--- src/verilog/fulc_regs.vh ---
// Register indices, field positions and reset values for the UART
`ifndef FULC_REGS_VH
`define FULC_REGS_VH

// ----------------------------------------------------------------------
// Register indices (byte address is four times the index)
// ----------------------------------------------------------------------
`define FULC_IDX_DATA      10'h000
`define FULC_IDX_BAUD      10'h001
`define FULC_IDX_IRQ_STAT  10'h002
`define FULC_IDX_IRQ_CLR   10'h003
`define FULC_IDX_IRQ_EN    10'h004
`define FULC_IDX_FIFO      10'h0a5
`define FULC_IDX_LINE      10'h0c2

// ----------------------------------------------------------------------
// Line format control fields
// ----------------------------------------------------------------------
`define FULC_LINE_EN       7
`define FULC_LINE_STOP2    6
`define FULC_LINE_LEN_HI   5
`define FULC_LINE_LEN_LO   4
`define FULC_LINE_BRK      3
`define FULC_LINE_ODD      2
`define FULC_LINE_PAR      1
`define FULC_LINE_FORCE    0

// ----------------------------------------------------------------------
// FIFO level and threshold fields
// ----------------------------------------------------------------------
`define FULC_FIFO_RX_HI    7
`define FULC_FIFO_RX_LO    4
`define FULC_FIFO_TX_HI    3
`define FULC_FIFO_TX_LO    0
`define FULC_RX_THR_CLEAR  4'hf
`define FULC_TX_THR_CLEAR  4'h0
`define FULC_FIFO_DEPTH    4'hf

// ----------------------------------------------------------------------
// Interrupt status bits
// ----------------------------------------------------------------------
`define FULC_IRQ_RX_LEVEL  0
`define FULC_IRQ_TX_LEVEL  1
`define FULC_IRQ_PAR_ERR   2
`define FULC_IRQ_RX_OVF    3
`define FULC_IRQ_TX_OVF    4
`define FULC_IRQ_BITS      5

// ----------------------------------------------------------------------
// Reset values
// ----------------------------------------------------------------------
`define FULC_LINE_RST      8'h00
`define FULC_BAUD_RST      16'h0000
`define FULC_THR_RST       4'h0
`define FULC_IRQ_EN_RST    5'h00

`endif

--- src/verilog/fulc_mem.v ---
// Small FIFO storage with registered read data
`timescale 1ns/100ps
module fulc_mem (
    input  wire       clk_i,
    input  wire       we_i,
    input  wire [3:0] waddr_i,
    input  wire [8:0] wdata_i,
    input  wire [3:0] raddr_i,
    output reg  [8:0] rdata_o
);
    reg [8:0] mem [0:15];

    always @(posedge clk_i) begin
        if (we_i) begin
            mem[waddr_i] <= wdata_i;
        end
        rdata_o <= mem[raddr_i];
    end
endmodule // fulc_mem

--- src/verilog/fulc_top.v ---
// Serial controller: line format, FIFO levels, Wishbone registers
`timescale 1ns/100ps
// Overview of operation
// - Separate transmit and receive FIFOs, each holding 15 bytes.
// - Each FIFO has its own programmable interrupt trigger level.
// - Bit timing comes from a private 16-bit baud divisor.
// - Enable set: send queued bytes and store received; clear: neither.
// - Stop select set gives two stop bits, clear gives one.
// - Length field 00..11 gives five to eight data bits.
// - Break bit holds the transmit line low until software clears it.
// - Odd/even bit picks parity sense for sending and checking.
// - Parity enable adds parity bit and checking; clear removes both.
// - Parity bit position reads fault flag of receive FIFO head byte.
// - Forced parity sends a constant one as parity bit.
// - Upper FIFO nibble write sets receive threshold, code equals level.
// - All-ones receive threshold resets receiver and empties receive FIFO.
// - Lower FIFO nibble reads transmit FIFO byte count.
// - Zero divisor with enable clear empties FIFOs and clears overflows.
`include "fulc_regs.vh"
module fulc_top (
    input  wire        clk_i,
    input  wire        rst_i,
    input  wire        cyc_i,
    input  wire        stb_i,
    input  wire        we_i,
    input  wire [11:2] adr_i,
    input  wire [3:0]  sel_i,
    input  wire [31:0] dat_i,
    output reg  [31:0] dat_o,
    output reg         ack_o,
    input  wire        rxd_i,
    output reg         txd_o,
    output reg         irq_o
);
    localparam S_IDLE  = 3'h0;
    localparam S_START = 3'h1;
    localparam S_DATA  = 3'h2;
    localparam S_PAR   = 3'h3;
    localparam S_STOP  = 3'h4;

    // ------------------------------------------------------------------
    // Shared helpers
    // ------------------------------------------------------------------
    function [3:0] char_bits;
        input [1:0] len;
        begin
            char_bits = 4'h5 + {2'h0, len};
        end
    endfunction

    function par_value;
        input [7:0] d;
        input       odd;
        input       force1;
        begin
            par_value = force1 ? 1'b1 : (odd ? ~^d : ^d);
        end
    endfunction

    // ------------------------------------------------------------------
    // Registers
    // ------------------------------------------------------------------
    reg  [7:0]  line;
    reg  [15:0] baud_divisor;
    reg  [3:0]  rx_irq_threshold;
    reg  [3:0]  tx_irq_threshold;
    reg  [4:0]  irq_stat;
    reg  [4:0]  irq_en;

    wire serial_enable     = line[`FULC_LINE_EN];
    wire two_stop_select   = line[`FULC_LINE_STOP2];
    wire [1:0] char_length_field = line[`FULC_LINE_LEN_HI:`FULC_LINE_LEN_LO];
    wire parity_odd_even   = line[`FULC_LINE_ODD];
    wire parity_check_on   = line[`FULC_LINE_PAR];
    wire parity_forced_one = line[`FULC_LINE_FORCE];
    wire [3:0] nbits       = char_bits(char_length_field);

    wire acc     = cyc_i & stb_i & ack_o;
    wire wr      = acc & we_i & sel_i[0];
    wire hit_dat = adr_i == `FULC_IDX_DATA;
    wire hit_fif = adr_i == `FULC_IDX_FIFO;

    // Divisor zero while disabled acts as a flush of both directions
    wire flush   = (baud_divisor == 16'h0000) & ~serial_enable;
    wire rx_clr  = flush | (wr & hit_fif &
                   dat_i[7:4] == `FULC_RX_THR_CLEAR);
    wire tx_clr  = flush | (wr & hit_fif &
                   dat_i[3:0] == `FULC_TX_THR_CLEAR);

    // ------------------------------------------------------------------
    // FIFO pointers
    // ------------------------------------------------------------------
    reg  [3:0] tx_wp, tx_rp, tx_fill_count;
    reg  [3:0] rx_wp, rx_rp, rx_fill_count;
    wire [8:0] tx_q, rx_q;
    reg        tx_pop, rx_push, tx_arm;
    reg  [8:0] rx_word;

    wire tx_full  = tx_fill_count == `FULC_FIFO_DEPTH;
    wire rx_full  = rx_fill_count == `FULC_FIFO_DEPTH;
    wire tx_push  = wr & hit_dat & ~tx_full;
    wire rx_pop   = acc & ~we_i & hit_dat & (rx_fill_count != 4'h0);
    wire rx_wr    = rx_push & ~rx_full;

    fulc_mem u_tx_mem (
        .clk_i   (clk_i),
        .we_i    (tx_push),
        .waddr_i (tx_wp),
        .wdata_i ({1'b0, dat_i[7:0]}),
        .raddr_i (tx_rp),
        .rdata_o (tx_q)
    );

    fulc_mem u_rx_mem (
        .clk_i   (clk_i),
        .we_i    (rx_wr),
        .waddr_i (rx_wp),
        .wdata_i (rx_word),
        .raddr_i (rx_rp),
        .rdata_o (rx_q)
    );

    always @(posedge clk_i) begin
        if (rst_i || tx_clr) begin
            tx_wp <= 4'h0;
            tx_rp <= 4'h0;
            tx_fill_count <= 4'h0;
        end else begin
            if (tx_push) begin
                tx_wp <= tx_wp + 4'h1;
            end
            if (tx_pop) begin
                tx_rp <= tx_rp + 4'h1;
            end
            tx_fill_count <= tx_fill_count + {3'h0, tx_push}
                             - {3'h0, tx_pop};
        end
        if (rst_i || rx_clr) begin
            rx_wp <= 4'h0;
            rx_rp <= 4'h0;
            rx_fill_count <= 4'h0;
        end else begin
            if (rx_wr) begin
                rx_wp <= rx_wp + 4'h1;
            end
            if (rx_pop) begin
                rx_rp <= rx_rp + 4'h1;
            end
            rx_fill_count <= rx_fill_count + {3'h0, rx_wr}
                             - {3'h0, rx_pop};
        end
    end

    // ------------------------------------------------------------------
    // Transmitter
    // ------------------------------------------------------------------
    reg [2:0]  tx_st;
    reg [15:0] tx_cnt;
    reg [7:0]  tx_sh;
    reg [3:0]  tx_bn;
    reg        tx_par, tx_line, tx_stop2;

    always @(posedge clk_i) begin
        tx_pop <= 1'b0;
        if (rst_i || tx_clr) begin
            tx_st   <= S_IDLE;
            tx_cnt  <= 16'h0000;
            tx_sh   <= 8'h00;
            tx_bn   <= 4'h0;
            tx_par  <= 1'b0;
            tx_line <= 1'b1;
            tx_stop2 <= 1'b0;
            tx_arm  <= 1'b0;
        end else begin
            // Memory read lags a write by one cycle, so wait one more
            tx_arm <= tx_fill_count != 4'h0;
            case (tx_st)
            S_IDLE: begin
                tx_line <= 1'b1;
                if (serial_enable && tx_arm && tx_fill_count != 4'h0 &&
                    !tx_pop) begin
                    tx_sh   <= tx_q[7:0];
                    tx_par  <= par_value(tx_q[7:0] &
                               (8'hff >> (4'h8 - nbits)),
                               parity_odd_even, parity_forced_one);
                    tx_pop  <= 1'b1;
                    tx_line <= 1'b0;
                    tx_cnt  <= baud_divisor;
                    tx_st   <= S_START;
                end
            end
            default: begin
                if (tx_cnt != 16'h0000) begin
                    tx_cnt <= tx_cnt - 16'h0001;
                end else begin
                    tx_cnt <= baud_divisor;
                    case (tx_st)
                    S_START: begin
                        tx_line <= tx_sh[0];
                        tx_sh   <= tx_sh >> 1;
                        tx_bn   <= nbits - 4'h1;
                        tx_st   <= S_DATA;
                    end
                    S_DATA: begin
                        if (tx_bn != 4'h0) begin
                            tx_line <= tx_sh[0];
                            tx_sh   <= tx_sh >> 1;
                            tx_bn   <= tx_bn - 4'h1;
                        end else if (parity_check_on) begin
                            tx_line <= tx_par;
                            tx_st   <= S_PAR;
                        end else begin
                            tx_line  <= 1'b1;
                            tx_stop2 <= two_stop_select;
                            tx_st    <= S_STOP;
                        end
                    end
                    S_PAR: begin
                        tx_line  <= 1'b1;
                        tx_stop2 <= two_stop_select;
                        tx_st    <= S_STOP;
                    end
                    default: begin
                        tx_stop2 <= 1'b0;
                        if (!tx_stop2) begin
                            tx_st <= S_IDLE;
                        end
                    end
                    endcase
                end
            end
            endcase
        end
    end

    // ------------------------------------------------------------------
    // Receiver
    // ------------------------------------------------------------------
    reg        rx_s1, rx_s2, rx_prev;
    reg [2:0]  rx_st;
    reg [15:0] rx_cnt;
    reg [7:0]  rx_sh;
    reg [3:0]  rx_bn;
    reg        rx_parity_fault_flag;
    wire [7:0] rx_byte = rx_sh >> (4'h8 - nbits);

    always @(posedge clk_i) begin
        rx_s1   <= rxd_i;
        rx_s2   <= rx_s1;
        rx_prev <= rx_s2;
        rx_push <= 1'b0;
        if (rst_i || rx_clr) begin
            rx_st   <= S_IDLE;
            rx_cnt  <= 16'h0000;
            rx_sh   <= 8'h00;
            rx_bn   <= 4'h0;
            rx_parity_fault_flag <= 1'b0;
            rx_word <= 9'h000;
        end else begin
            case (rx_st)
            S_IDLE: begin
                rx_parity_fault_flag <= 1'b0;
                if (serial_enable && rx_prev && !rx_s2) begin
                    rx_cnt <= {1'b0, baud_divisor[15:1]};
                    rx_st  <= S_START;
                end
            end
            default: begin
                if (rx_cnt != 16'h0000) begin
                    rx_cnt <= rx_cnt - 16'h0001;
                end else begin
                    rx_cnt <= baud_divisor;
                    case (rx_st)
                    S_START: begin
                        rx_bn <= nbits;
                        rx_st <= rx_s2 ? S_IDLE : S_DATA;
                    end
                    S_DATA: begin
                        rx_sh <= {rx_s2, rx_sh[7:1]};
                        rx_bn <= rx_bn - 4'h1;
                        if (rx_bn == 4'h1) begin
                            rx_st <= parity_check_on ? S_PAR : S_STOP;
                        end
                    end
                    S_PAR: begin
                        rx_parity_fault_flag <= rx_s2 != par_value(rx_byte,
                                   parity_odd_even,
                                   parity_forced_one);
                        rx_st <= S_STOP;
                    end
                    default: begin
                        // A bad stop bit drops the character
                        if (rx_s2) begin
                            rx_word <= {rx_parity_fault_flag, rx_byte};
                            rx_push <= 1'b1;
                        end
                        rx_st <= S_IDLE;
                    end
                    endcase
                end
            end
            endcase
        end
    end

    // ------------------------------------------------------------------
    // Interrupts
    // ------------------------------------------------------------------
    wire [4:0] irq_evt;
    assign irq_evt[`FULC_IRQ_RX_LEVEL] =
        rx_fill_count >= rx_irq_threshold;
    assign irq_evt[`FULC_IRQ_TX_LEVEL] =
        tx_fill_count < tx_irq_threshold;
    assign irq_evt[`FULC_IRQ_PAR_ERR] = rx_wr & rx_word[8];
    assign irq_evt[`FULC_IRQ_RX_OVF]  = rx_push & rx_full;
    assign irq_evt[`FULC_IRQ_TX_OVF]  = wr & hit_dat & tx_full;

    wire [4:0] irq_clr = (wr && adr_i == `FULC_IDX_IRQ_CLR) ?
                         dat_i[4:0] : 5'h00;
    wire [4:0] ovf_clr = flush ? 5'h18 : 5'h00;

    always @(posedge clk_i) begin
        if (rst_i) begin
            irq_stat <= 5'h00;
            irq_o    <= 1'b0;
        end else begin
            // A new event wins over a clear in the same cycle
            irq_stat <= (irq_stat & ~(irq_clr | ovf_clr)) | irq_evt;
            irq_o    <= |(irq_stat & irq_en);
        end
    end

    // ------------------------------------------------------------------
    // Wishbone slave
    // ------------------------------------------------------------------
    wire head_parity_fault_flag = (rx_fill_count != 4'h0) & rx_q[8];

    always @(posedge clk_i) begin
        if (rst_i) begin
            ack_o            <= 1'b0;
            dat_o            <= 32'h00000000;
            line             <= `FULC_LINE_RST;
            baud_divisor     <= `FULC_BAUD_RST;
            rx_irq_threshold <= `FULC_THR_RST;
            tx_irq_threshold <= `FULC_THR_RST;
            irq_en           <= `FULC_IRQ_EN_RST;
            txd_o            <= 1'b1;
        end else begin
            txd_o <= line[`FULC_LINE_BRK] ? 1'b0 : tx_line;
            ack_o <= cyc_i & stb_i & ~ack_o;
            if (cyc_i && stb_i && !ack_o) begin
                if (hit_dat) begin
                    dat_o <= {24'h000000, rx_q[7:0]};
                end else if (adr_i == `FULC_IDX_BAUD) begin
                    dat_o <= {16'h0000, baud_divisor};
                end else if (adr_i == `FULC_IDX_IRQ_STAT) begin
                    dat_o <= {27'h0000000, irq_stat};
                end else if (adr_i == `FULC_IDX_IRQ_EN) begin
                    dat_o <= {27'h0000000, irq_en};
                end else if (hit_fif) begin
                    dat_o <= {24'h000000, rx_fill_count,
                              tx_fill_count};
                end else if (adr_i == `FULC_IDX_LINE) begin
                    dat_o <= {24'h000000, line[7:2], head_parity_fault_flag,
                              line[0]};
                end else begin
                    dat_o <= 32'h00000000;
                end
            end
            if (acc && we_i) begin
                if (adr_i == `FULC_IDX_LINE && sel_i[0]) begin
                    line <= dat_i[7:0];
                end else if (adr_i == `FULC_IDX_BAUD) begin
                    if (sel_i[0]) begin
                        baud_divisor[7:0] <= dat_i[7:0];
                    end
                    if (sel_i[1]) begin
                        baud_divisor[15:8] <= dat_i[15:8];
                    end
                end else if (adr_i == `FULC_IDX_IRQ_EN && sel_i[0]) begin
                    irq_en <= dat_i[4:0];
                end else if (hit_fif && sel_i[0]) begin
                    if (dat_i[7:4] != `FULC_RX_THR_CLEAR) begin
                        rx_irq_threshold <= dat_i[7:4];
                    end
                    if (dat_i[3:0] != `FULC_TX_THR_CLEAR) begin
                        tx_irq_threshold <= dat_i[3:0];
                    end
                end
            end
        end
    end
endmodule // fulc_top

--- config.mk ---
export PLATFORM = sky130hd
export DESIGN_NAME = fulc_top
export DESIGN_NICKNAME = d
export VERILOG_FILES = /design/src/verilog/fulc_mem.v /design/src/verilog/fulc_top.v
export VERILOG_INCLUDE_DIRS = /design/src /design/src/verilog
export SDC_FILE = /design/constraint.sdc
export NUM_CORES = 1
export LEC_CHECK = 0
export BUFFER_PORTS_ARGS = -buffer_cell sky130_fd_sc_hd__buf_2
export CORE_ASPECT_RATIO = 1.75
export CORE_MARGIN = 1.5
export CORE_UTILIZATION = 40
export DETAILED_ROUTE_END_ITERATION = 8
export HOLD_SLACK_MARGIN = 0.03
export PLACE_DENSITY_LB_ADDON = 0.08
export SLEW_MARGIN = 20
export SYNTH_ARGS = -nofsm -noshare
export SYNTH_HDL_FRONTEND = slang
export SYNTH_SLANG_ARGS = --single-unit
export TNS_END_PERCENT = 1
--- constraint.sdc ---
create_clock -name clk_i -period 7.3 [get_ports clk_i]
set_clock_uncertainty 0.2 [all_clocks]
set_input_delay 1.825 -clock clk_i [delete_from_list [all_inputs] [get_ports clk_i]]
set_output_delay 1.825 -clock clk_i [all_outputs]
set_load 0.01 [all_outputs]
==> flow_metrics.tcl, run 1 <==
set metrics [dict create \
    status "complete, no violations" \
    min_period_ns 4.79 \
    cts_setup_buffers 0 \
    synth.cell_area_sq_um 19600 \
    synth.avg_cell_area_sq_um 12.9 \
    setup_viol 0 \
    clockRootBuffer "clkbuf_16" \
    drive_above_1_share 0.174 \
    first_pass_iters 5 \
    arrival_ns 5.04 \
    num_rows 107 \
    worstMarginPinSlew_ns 1.11 \
    post_cts_resized 0 \
    total_power_w 0.00527 \
    wl_met1_um 19100 \
    switching_share 0.201 \
    worstSetupEndpointType "flop" \
    p_int_w 0.00421 \
    rsz0062_at_grt "no" \
    via_per_inst 5.44 \
    grtUsageTotal 0.210 \
    hold_viol 0 \
    cap_viol_max_count 0 \
    slew_headroom 0.262 \
    vdd_ir_drop_max_mv 0.211 \
    drt-wirelength-per-cell_um 22.8 \
    initial_core_util 0.404 \
    synthFlopType "edfxtp_1" \
    ys_ff_latch 455 \
    powerDensity_nw_per_um2 237 \
    yosysUniqueCellTypes 76 \
    yosysWarningCount 0 \
    dieWidth_um 170 \
    grt_pass1_vias 12500 \
    dr_wl_met3_um 1860 \
    crit_fanout 11 \
    synthCells 1519 \
    synthArstFlopShare 0 \
    drt_iter0_drc 686 \
    gp_congestion 0.831 \
    clock_sinks 455 \
    worst_setup_path_start_kind "input pin" \
    clk_pin_slew_worst_paths_ns 0.06 \
    final_antenna_net_count 0 \
    ios 87 \
    dr_wl_met2_um 28600 \
    vias 12300 \
    combPwrFrac 0.012 \
    grt_pass1_wl_um 78100 \
    clockBufferDepth 3 \
    route.detailed.drc 0 \
    dieHeight_um 296 \
    nNetsFinal 1664 \
    cts_hold_buf 0 \
    gr-total-overflow 0 \
    dieArea_sq_um 50400 \
    clockPowerShare 0.474 \
    diodes 0 \
    finalMaxSlewViolations 0 \
    finalCritPeriodShare 0.656 \
    cts-htree-levels 2 \
    crit_type "in -> reg" \
    area_growth_pct 13.4 \
    dp_hpwl_um 36000 \
    power_frac_seq 0.514 \
    antenna_found_initial 3 \
    p_sw_w 0.00106 \
    fmax_ghz 0.209 \
    cts_buffers 45 \
    cts_tree "done" \
    grt_max_degree 52 \
    drt-total-wl_um 51500 \
    port_buffers 52 \
    core_area_sq_um 48500 \
    p_leak_nw 7.34 \
    synth_edf_count 272 \
    hp-class "reg -> reg" \
    crit_required_ns 7.55 \
    clk_latency_ns 0.56 \
    yosysSeqAreaShare 0.604 \
    fin_tns_setup_ns 0 \
    dr.max_layer_used "met5" \
]
-- cells in the mapped netlist, types with 7 or more instances --
cell type | number | area (sq um)
inv_1 | 41 | 154
nor2_1 | 199 | 747
a221oi_1 | 9 | 78.8
nor2b_1 | 7 | 43.8
nand2_1 | 92 | 345
a311oi_1 | 11 | 96.3
or4_1 | 8 | 60.1
a22o_1 | 10 | 87.6
nor3_1 | 52 | 260
xor2_1 | 11 | 96.3
a22oi_1 | 8 | 60.1
buf_4 | 16 | 120
nand4_1 | 9 | 56.3
dfxtp_1 | 183 | 3660
edfxtp_1 | 272 | 8170
nor4_1 | 13 | 81.3
xnor2_1 | 22 | 193
a211oi_1 | 9 | 67.6
o211ai_1 | 9 | 67.6
nand3_1 | 23 | 115
clkbuf_1 | 61 | 229
and2_1 | 9 | 56.3
mux4_2 | 90 | 2030
a21o_1 | 9 | 67.6
nand2b_1 | 13 | 81.3
and3_1 | 11 | 68.8
a222oi_1 | 8 | 80.1
mux2i_1 | 48 | 480
o21ai_0 | 58 | 290
buf_1 | 10 | 37.5
or3_1 | 12 | 75.1
buf_2 | 8 | 40.0
a21oi_1 | 61 | 305
ha_1 | 39 | 488
-- power groups by stage --
stage               sequential (W)  combinational, W  clock [W]
finish                     0.00271         0.0000624    0.00250
global placement           0.00277         0.0000618          0
CTS                        0.00271         0.0000635    0.00256
floorplan                  0.00276         0.0000290          0
global route               0.00271         0.0000697    0.00265
detailed placement         0.00277         0.0000632          0
-- placed cells by master, fill, tap and decap left out, types with 9 or more instances in the layout --
cell type,count
nand3_1,23
xor2_1,11
nand2b_1,13
a221oi_1,9
a211oi_1,9
or3_1,12
buf_2,52
clkbuf_16,47
mux4_2,90
ha_1,39
a21oi_1,61
conb_1,16
buf_4,34
nand4_1,9
o21ai_0,56
nand2_1,92
nor4_1,12
inv_1,41
dfxtp_1,180
mux2i_1,48
and3_1,11
o211ai_1,9
nor3_1,46
a311oi_1,11
and2_1,9
clkinv_2,9
xnor2_1,22
nor2_1,196
a22o_1,10
a21o_1,9
edfxtp_1,272
-- critical path: stages --
cell	delay [ns]
buf_2	0.11
or4_1	0.65
nor4_2	0.25
buf_4	0.23
nor4bb_1	0.79
ha_1	0.37
inv_1	0.06
ha_1	0.18
fa_1	0.42
and2_1	0.14
-- final timing paths --
check | start | end | slack [ns] | depth (start not counted)
hold reg to reg | rx_s1$_DFF_P_ | rx_s2$_DFF_P_ | 0.13 | 0
hold / removal | rx_s1$_DFF_P_ | rx_s2$_DFF_P_ | 0.13 | 0
setup / recovery | adr_i[11] | rx_fill_count[1]$_SDFF_PP0_ | 2.51 | 10
setup reg to reg | line[5]$_SDFFE_PP0P_ | rx_parity_fault_flag$_SDFFE_PP0P_ | 3.74 | 8
-- sequential cells by signal (all words and copies together) (netlist names), 5 cells and up --
register	flops
u_rx_mem.mem	144
u_tx_mem.mem	128
baud_divisor	16
dat_o	16
rx_cnt	16
tx_cnt	16
rx_word	9
u_rx_mem.rdata_o	9
line	8
rx_sh	8
tx_sh	8
u_tx_mem.rdata_o	8
irq_en	5
irq_stat	5
-- metrics by stage --
step | hold slack (ns) | instances | area [sq um] | worst slack [ns] | util
finish | 0.131 | 2261 | 22200 | 2.51 | 0.458
global route | 0.135 | 2261 | 22200 | 2.22 | 0.458
floorplan | 0.110 | 1534 | 19600 | 2.54 | -
detailed placement | 0.118 | 2178 | 20600 | 1.95 | 0.425
CTS | 0.133 | 2261 | 22200 | 2.52 | 0.458
global placement | 0.115 | 2178 | 20600 | 1.93 | 0.425
-- final cells by class --
type	count	area, sq um
Fill cell	4445	26300
Sequential cell	455	11800
Multi-Input combinational cell	942	7290
Clock buffer	58	1240
Tap cell	654	818
Timing Repair Buffer	86	515
Clock inverter	25	347
Inverter	41	154
-- cells by family (layout without fill, tap and decap cells) --
| logic type | after synthesis | count (layout) | synth area share |
|---|---|---|---|
| and+or+nand+nor | 476 | 476 | 0.114 |
| DFF | 455 | 455 | 0.604 |
| AOI/OAI and AO/OA | 236 | 236 | 0.0800 |
| muxes | 139 | 139 | 0.129 |
| buffers and inverters | 137 | 210 | 0.0299 |
| adders and majority gates | 41 | 41 | 0.0270 |
| xor gates and xnor gates | 34 | 34 | 0.0159 |
| other | 1 | 16 | 0.000191 |
-- per-layer routing --
layer	vias to the layer above	global-route usage
li1	5791	-
met5	-	0
met2	286	0.407
met4	6	0.0786
met3	100	0.0267
met1	6120	0.229
No activity file was read; power rests on OpenSTA's default activity.
==> run 2, diff against run 1 <==
==> constraint.sdc (replaced) <==
create_clock -name clk_i -period 4 [get_ports clk_i]
set_clock_uncertainty 0.2 [all_clocks]
set_input_delay 1 -clock clk_i [delete_from_list [all_inputs] [get_ports clk_i]]
set_output_delay 1 -clock clk_i [all_outputs]
set_load 0.01 [all_outputs]
==> run 2 against run 1 <==
Clock power is 75% higher. Critical path depth is the same. Sequential share of layout area down 0.67 points. Sequential cell count unchanged. Hold slack got worse by 0.0025 ns. Highest routed layer unchanged.
==> flow_metrics.tcl, run 2 (synthesized netlist as in run 1, its figures left out) <==
set metrics [dict create \
    max_stage_delay_ns 0.66 \
    path_common_cell "ha_1" \
    clockBufferDepth 3 \
    setup_viol 0 \
    post_cts_resized 0 \
    largestRegisters "u_rx_mem.mem: 144 flops, u_tx_mem.mem: 128 flops" \
    p_leak_nw 7.53 \
    port_buffers 52 \
    final_common_cell "edfxtp_1" \
    final_antenna_net_count 0 \
    largest-register "u_rx_mem.mem" \
    p_int_w 0.00753 \
    hp-class "reg -> reg" \
    drt-total-wl_um 52500 \
    finalCritPeriodShare 0.850 \
    stdcell_count 2305 \
    dieWidth_um 170 \
    crit_fanout 4 \
    layout_common_cells "edfxtp_1, nor2_1, dfxtp_1, nand2_1, mux4_2" \
    combPwrFrac 0.012 \
    fmax_ghz 0.294 \
    grt_pass1_wl_um 80000 \
    clock_sinks 455 \
    power_frac_seq 0.524 \
    dieHeight_um 296 \
    cts_setup_buffers 0 \
    hold_viol 0 \
    gr-total-overflow 0 \
    p_sw_w 0.00191 \
    worstMarginPinSlew_ns 0.910 \
    place_area_sq_um 20900 \
    finalMaxSlewViolations 0 \
    rsz0062_at_grt "no" \
    area_growth_pct 14.8 \
    cts-htree-levels 2 \
    vias 12500 \
    cts_hold_buf 0 \
    clockRootBuffer "clkbuf_16" \
    slew_headroom 0.393 \
    antenna_found_initial 1 \
    gp_congestion 0.831 \
    worst_setup_path_start_kind "input pin" \
    worst_path_max_delay_cell "or4_1" \
    dp_hpwl_um 37700 \
    min_period_ns 3.40 \
    via_per_inst 5.42 \
    initial_core_util 0.404 \
    arrival_ns 3.66 \
    crit_buf_inv 3 \
    clockPowerShare 0.464 \
    first_pass_iters 5 \
    path_delay_family "simple AND/OR/NAND/NOR gates" \
    vdd_ir_drop_max_mv 0.350 \
    drt-wirelength-per-cell_um 22.8 \
    drive_above_1_share 0.189 \
    largest_register_ffs 144 \
    grt_max_degree 51 \
    num_rows 107 \
    dieArea_sq_um 50400 \
    drt_iter0_drc 754 \
    cts_buffers 44 \
    route.detailed.drc 0 \
    powerDensity_nw_per_um2 420 \
    final_cell_area_sq_um 22500 \
    crit_required_ns 4.26 \
    worstPathCellList "buf_2 > or4_1 > nor4_2 > buf_4 > nor4bb_1 > ha_1 > inv_1 > ha_1 > fa_1 > and2_1" \
    grtUsageTotal 0.215 \
    clk_latency_ns 0.56 \
    cap_viol_max_count 0 \
    switching_share 0.202 \
    nNetsFinal 1707 \
    grt_pass1_vias 13000 \
    ios 87 \
    crit_type "in -> reg" \
    core_area_sq_um 48500 \
    status "complete, no violations" \
    worstSetupEndpointType "flop" \
    cts_tree "done" \
    dp_cells 2222 \
    clk_pin_slew_worst_paths_ns 0.06 \
]
run 2: power by group through the flow:
stage / sequential, W / clock (W) / combinational [W]
CTS: 0.00494 / 0.00450 / 0.000120
floorplan: 0.00505 / 0 / 0.0000529
global placement: 0.00505 / 0 / 0.000117
finish: 0.00495 / 0.00438 / 0.000118
detailed placement: 0.00505 / 0 / 0.000119
global route: 0.00494 / 0.00467 / 0.000131
run 2: final timing paths:
kind	from	endpoint	slack [ns]	cells past startpoint
worst max register to register	line[5]$_SDFFE_PP0P_	rx_parity_fault_flag$_SDFFE_PP0P_	0.78	9
worst max-delay path	adr_i[11]	rx_fill_count[1]$_SDFF_PP0_	0.60	10
worst min register to register	rx_s1$_DFF_P_	rx_s2$_DFF_P_	0.13	0
worst min-delay path	rx_s1$_DFF_P_	rx_s2$_DFF_P_	0.13	0
run 2: per-layer routing:
layer,share of wire,vias up,GRT usage
met1,0.37,6254,0.229
li1,-,5884,-
met3,0.028,95,0.0242
met2,0.57,256,0.430
met4,0.031,2,0.0740
met5,0.00019,-,0
run 2: cell type report:
type                            instances  area [sq um]
Fill cell                            4483         26000
Sequential cell                       455         11800
Multi-Input combinational cell        942          7270
Clock buffer                           57          1220
Timing Repair Buffer                  130           883
Tap cell                              654           818
Clock inverter                         25           298
Inverter                               41           154
Antenna cell                            1          2.50
run 2: through the flow:
step / setup TNS, ns / utilization / power [W] / hold WS (ns) / setup WS, ns
finish: 0 / 0.464 / 0.00944 / 0.129 / 0.599
global route: 0 / 0.464 / 0.00974 / 0.139 / 0.410
CTS: 0 / 0.464 / 0.00956 / 0.132 / 0.579
detailed placement: -0.0132 / 0.432 / 0.00517 / 0.120 / -0.0132
global placement: 0 / 0.432 / 0.00517 / 0.118 / 0.0134
floorplan: 0 / - / 0.00510 / 0.110 / 0.0690
==> run 3, diff against run 2 <==
--- a/config.mk
+++ b/config.mk
@@ -6,7 +6,7 @@
 export SDC_FILE = /design/constraint.sdc
 export NUM_CORES = 1
 export LEC_CHECK = 0
-export BUFFER_PORTS_ARGS = -buffer_cell sky130_fd_sc_hd__buf_2
+export BUFFER_PORTS_ARGS = -buffer_cell sky130_fd_sc_hd__buf_4
 export CORE_ASPECT_RATIO = 1.75
 export CORE_MARGIN = 1.5
 export CORE_UTILIZATION = 40
==> constraint.sdc (replaced) <==
create_clock -name clk_i -period 3.4 [get_ports clk_i]
set_clock_uncertainty 0.2 [all_clocks]
set_input_delay 0.85 -clock clk_i [delete_from_list [all_inputs] [get_ports clk_i]]
set_output_delay 0.85 -clock clk_i [all_outputs]
set_load 0.01 [all_outputs]
==> run 3 against run 2 <==
Count of clock-buffer cells in the layout down 9. Highest routed layer is now met4. Clock power rose by 17%. First-iteration DRC count decreased by 16%. Final cell count is 1.0% higher.
==> flow_metrics.tcl, run 3 (synthesized netlist as in run 1, its figures left out) <==
set metrics [dict create \
    rsz0062_at_grt "no" \
    grt_pass1_vias 13000 \
    vias 12600 \
    crit_fanout 6 \
    clk_pin_slew_worst_paths_ns 0.07 \
    dieWidth_um 170 \
    ios 87 \
    post_cts_resized 0 \
    final_util 0.470 \
    cts_setup_buffers 0 \
    port_buffers 52 \
    status "complete, no violations" \
    gr-total-overflow 0 \
    initial_core_util 0.404 \
    area_growth_pct 16.4 \
    worst_setup_path_start_kind "input pin" \
    hold_viol 0 \
    reg2reg_depth 8 \
    p_int_w 0.00883 \
    clk_latency_ns 0.56 \
    layout_common_cells "edfxtp_1, nor2_1, dfxtp_1, buf_4, nand2_1" \
    rr_startpoint "line[4]$_SDFFE_PP0P_" \
    slew_headroom 0.362 \
    stdcell_count 2329 \
    crit_type "in -> reg" \
    min_period_ns 3.28 \
    clockPowerShare 0.462 \
    fill_cells 4410 \
    dp_cells 2249 \
    final_common_cell "edfxtp_1" \
    holdPathEnd "rx_s2$_DFF_P_" \
    cts-htree-levels 2 \
    grtUsageTotal 0.212 \
    powerDensity_nw_per_um2 488 \
    finalMaxSlewViolations 0 \
    final_antenna_net_count 0 \
    arrival_ns 3.53 \
    nNetsFinal 1733 \
    r2r_end "rx_parity_fault_flag$_SDFFE_PP0P_" \
    cts_hold_buf 0 \
    core_area_sq_um 48500 \
    diodes 0 \
    crit_required_ns 3.65 \
    p_sw_w 0.00229 \
    drt_iter0_drc 630 \
    first_pass_iters 5 \
    drt-wirelength-per-cell_um 22.4 \
    fmax_ghz 0.305 \
    dp_hpwl_um 37300 \
    largest_register_ffs 144 \
    cts_tree "done" \
    clockRootBuffer "clkbuf_16" \
    power_frac_seq 0.523 \
    hold_path_depth 0 \
    cap_viol_max_count 0 \
    grt_pass1_wl_um 79000 \
    r2r_slack_ns 0.41 \
    via_per_inst 5.39 \
    min_from "rx_s1$_DFF_P_" \
    drive_above_1_share 0.203 \
    drt-total-wl_um 52100 \
    largestRegisters "u_rx_mem.mem: 144 flops, u_tx_mem.mem: 128 flops" \
    num_rows 107 \
    switching_share 0.206 \
    clockBufferDepth 3 \
    largest-register "u_rx_mem.mem" \
    combPwrFrac 0.015 \
    antenna_found_initial 0 \
    grt_max_degree 51 \
    dieArea_sq_um 50400 \
    cts_buffers 43 \
    clock_sinks 455 \
    gp_congestion 0.819 \
    hp-class "reg -> reg" \
    worstSetupEndpointType "flop" \
    setup_viol 0 \
    worstMarginPinSlew_ns 0.957 \
    finalCritPeriodShare 0.964 \
    route.detailed.drc 0 \
    vdd_ir_drop_max_mv 0.473 \
    dieHeight_um 296 \
    p_leak_nw 7.65 \
]
run 3: metrics by stage:
stage / cell area, sq um / setup WS, ns / hold slack (ns) / TNS, ns / total power, W
floorplan: 19700 / -0.238 / 0.110 / -5.49 / 0.00600
global placement: 21300 / -0.281 / 0.118 / -1.61 / 0.00610
detailed placement: 21300 / -0.386 / 0.120 / -4.76 / 0.00610
CTS: 22800 / 0.192 / 0.137 / 0 / 0.0113
global route: 22800 / 0.0300 / 0.142 / 0 / 0.0114
finish: 22800 / 0.123 / 0.131 / 0 / 0.0111
run 3: cell type report:
| cell class | instances | area, sq um | area share |
|---|---|---|---|
| Sequential cell | 455 | 11800 | 0.519 |
| Clock inverter | 32 | 402 | 0.0176 |
| Tap cell | 654 | 818 | 0.0359 |
| Timing Repair Buffer | 157 | 1230 | 0.0539 |
| Clock buffer | 48 | 1090 | 0.0480 |
| Multi-Input combinational cell | 942 | 7270 | 0.319 |
| Inverter | 41 | 154 | 0.00675 |
run 3: critical path, cell delays in order:
cell and delay [ns]:
buf_4 0.11, or4_4 0.54, nor4_2 0.31, buf_4 0.21, nor4bb_1 0.31, buf_4 0.19, ha_1 0.22, inv_1 0.05
ha_1 0.18, fa_1 0.41, and2_1 0.14
run 3: layer usage:
metal  share of wire  vias up  GRT usage
met3           0.025      104     0.0215
met1            0.36     6294      0.213
li1                -     5938          -
met4           0.037        0     0.0837
met5               0        -          0
met2            0.58      227      0.433
run 3: worst max path at each step:
stage	startpoint	to	depth (start not counted)
after detailed placement	adr_i[11]	rx_fill_count[1]$_SDFF_PP0_	11
final	adr_i[11]	rx_fill_count[1]$_SDFF_PP0_	11
after CTS	adr_i[11]	rx_fill_count[3]$_SDFF_PP0_	13
after global placement	adr_i[11]	tx_fill_count[1]$_SDFF_PP0_	12
after global routing	adr_i[11]	rx_fill_count[3]$_SDFF_PP0_	13
after floorplan	adr_i[11]	tx_fill_count[1]$_SDFF_PP0_	11
run 3: power groups by stage:
stage	logic [W]	clock network, W	registers, W
floorplan	0.0000627	0	0.00594
global placement	0.000161	0	0.00594
detailed placement	0.000164	0	0.00594
CTS	0.000165	0.00528	0.00582
global route	0.000177	0.00545	0.00581
finish	0.000164	0.00514	0.00582
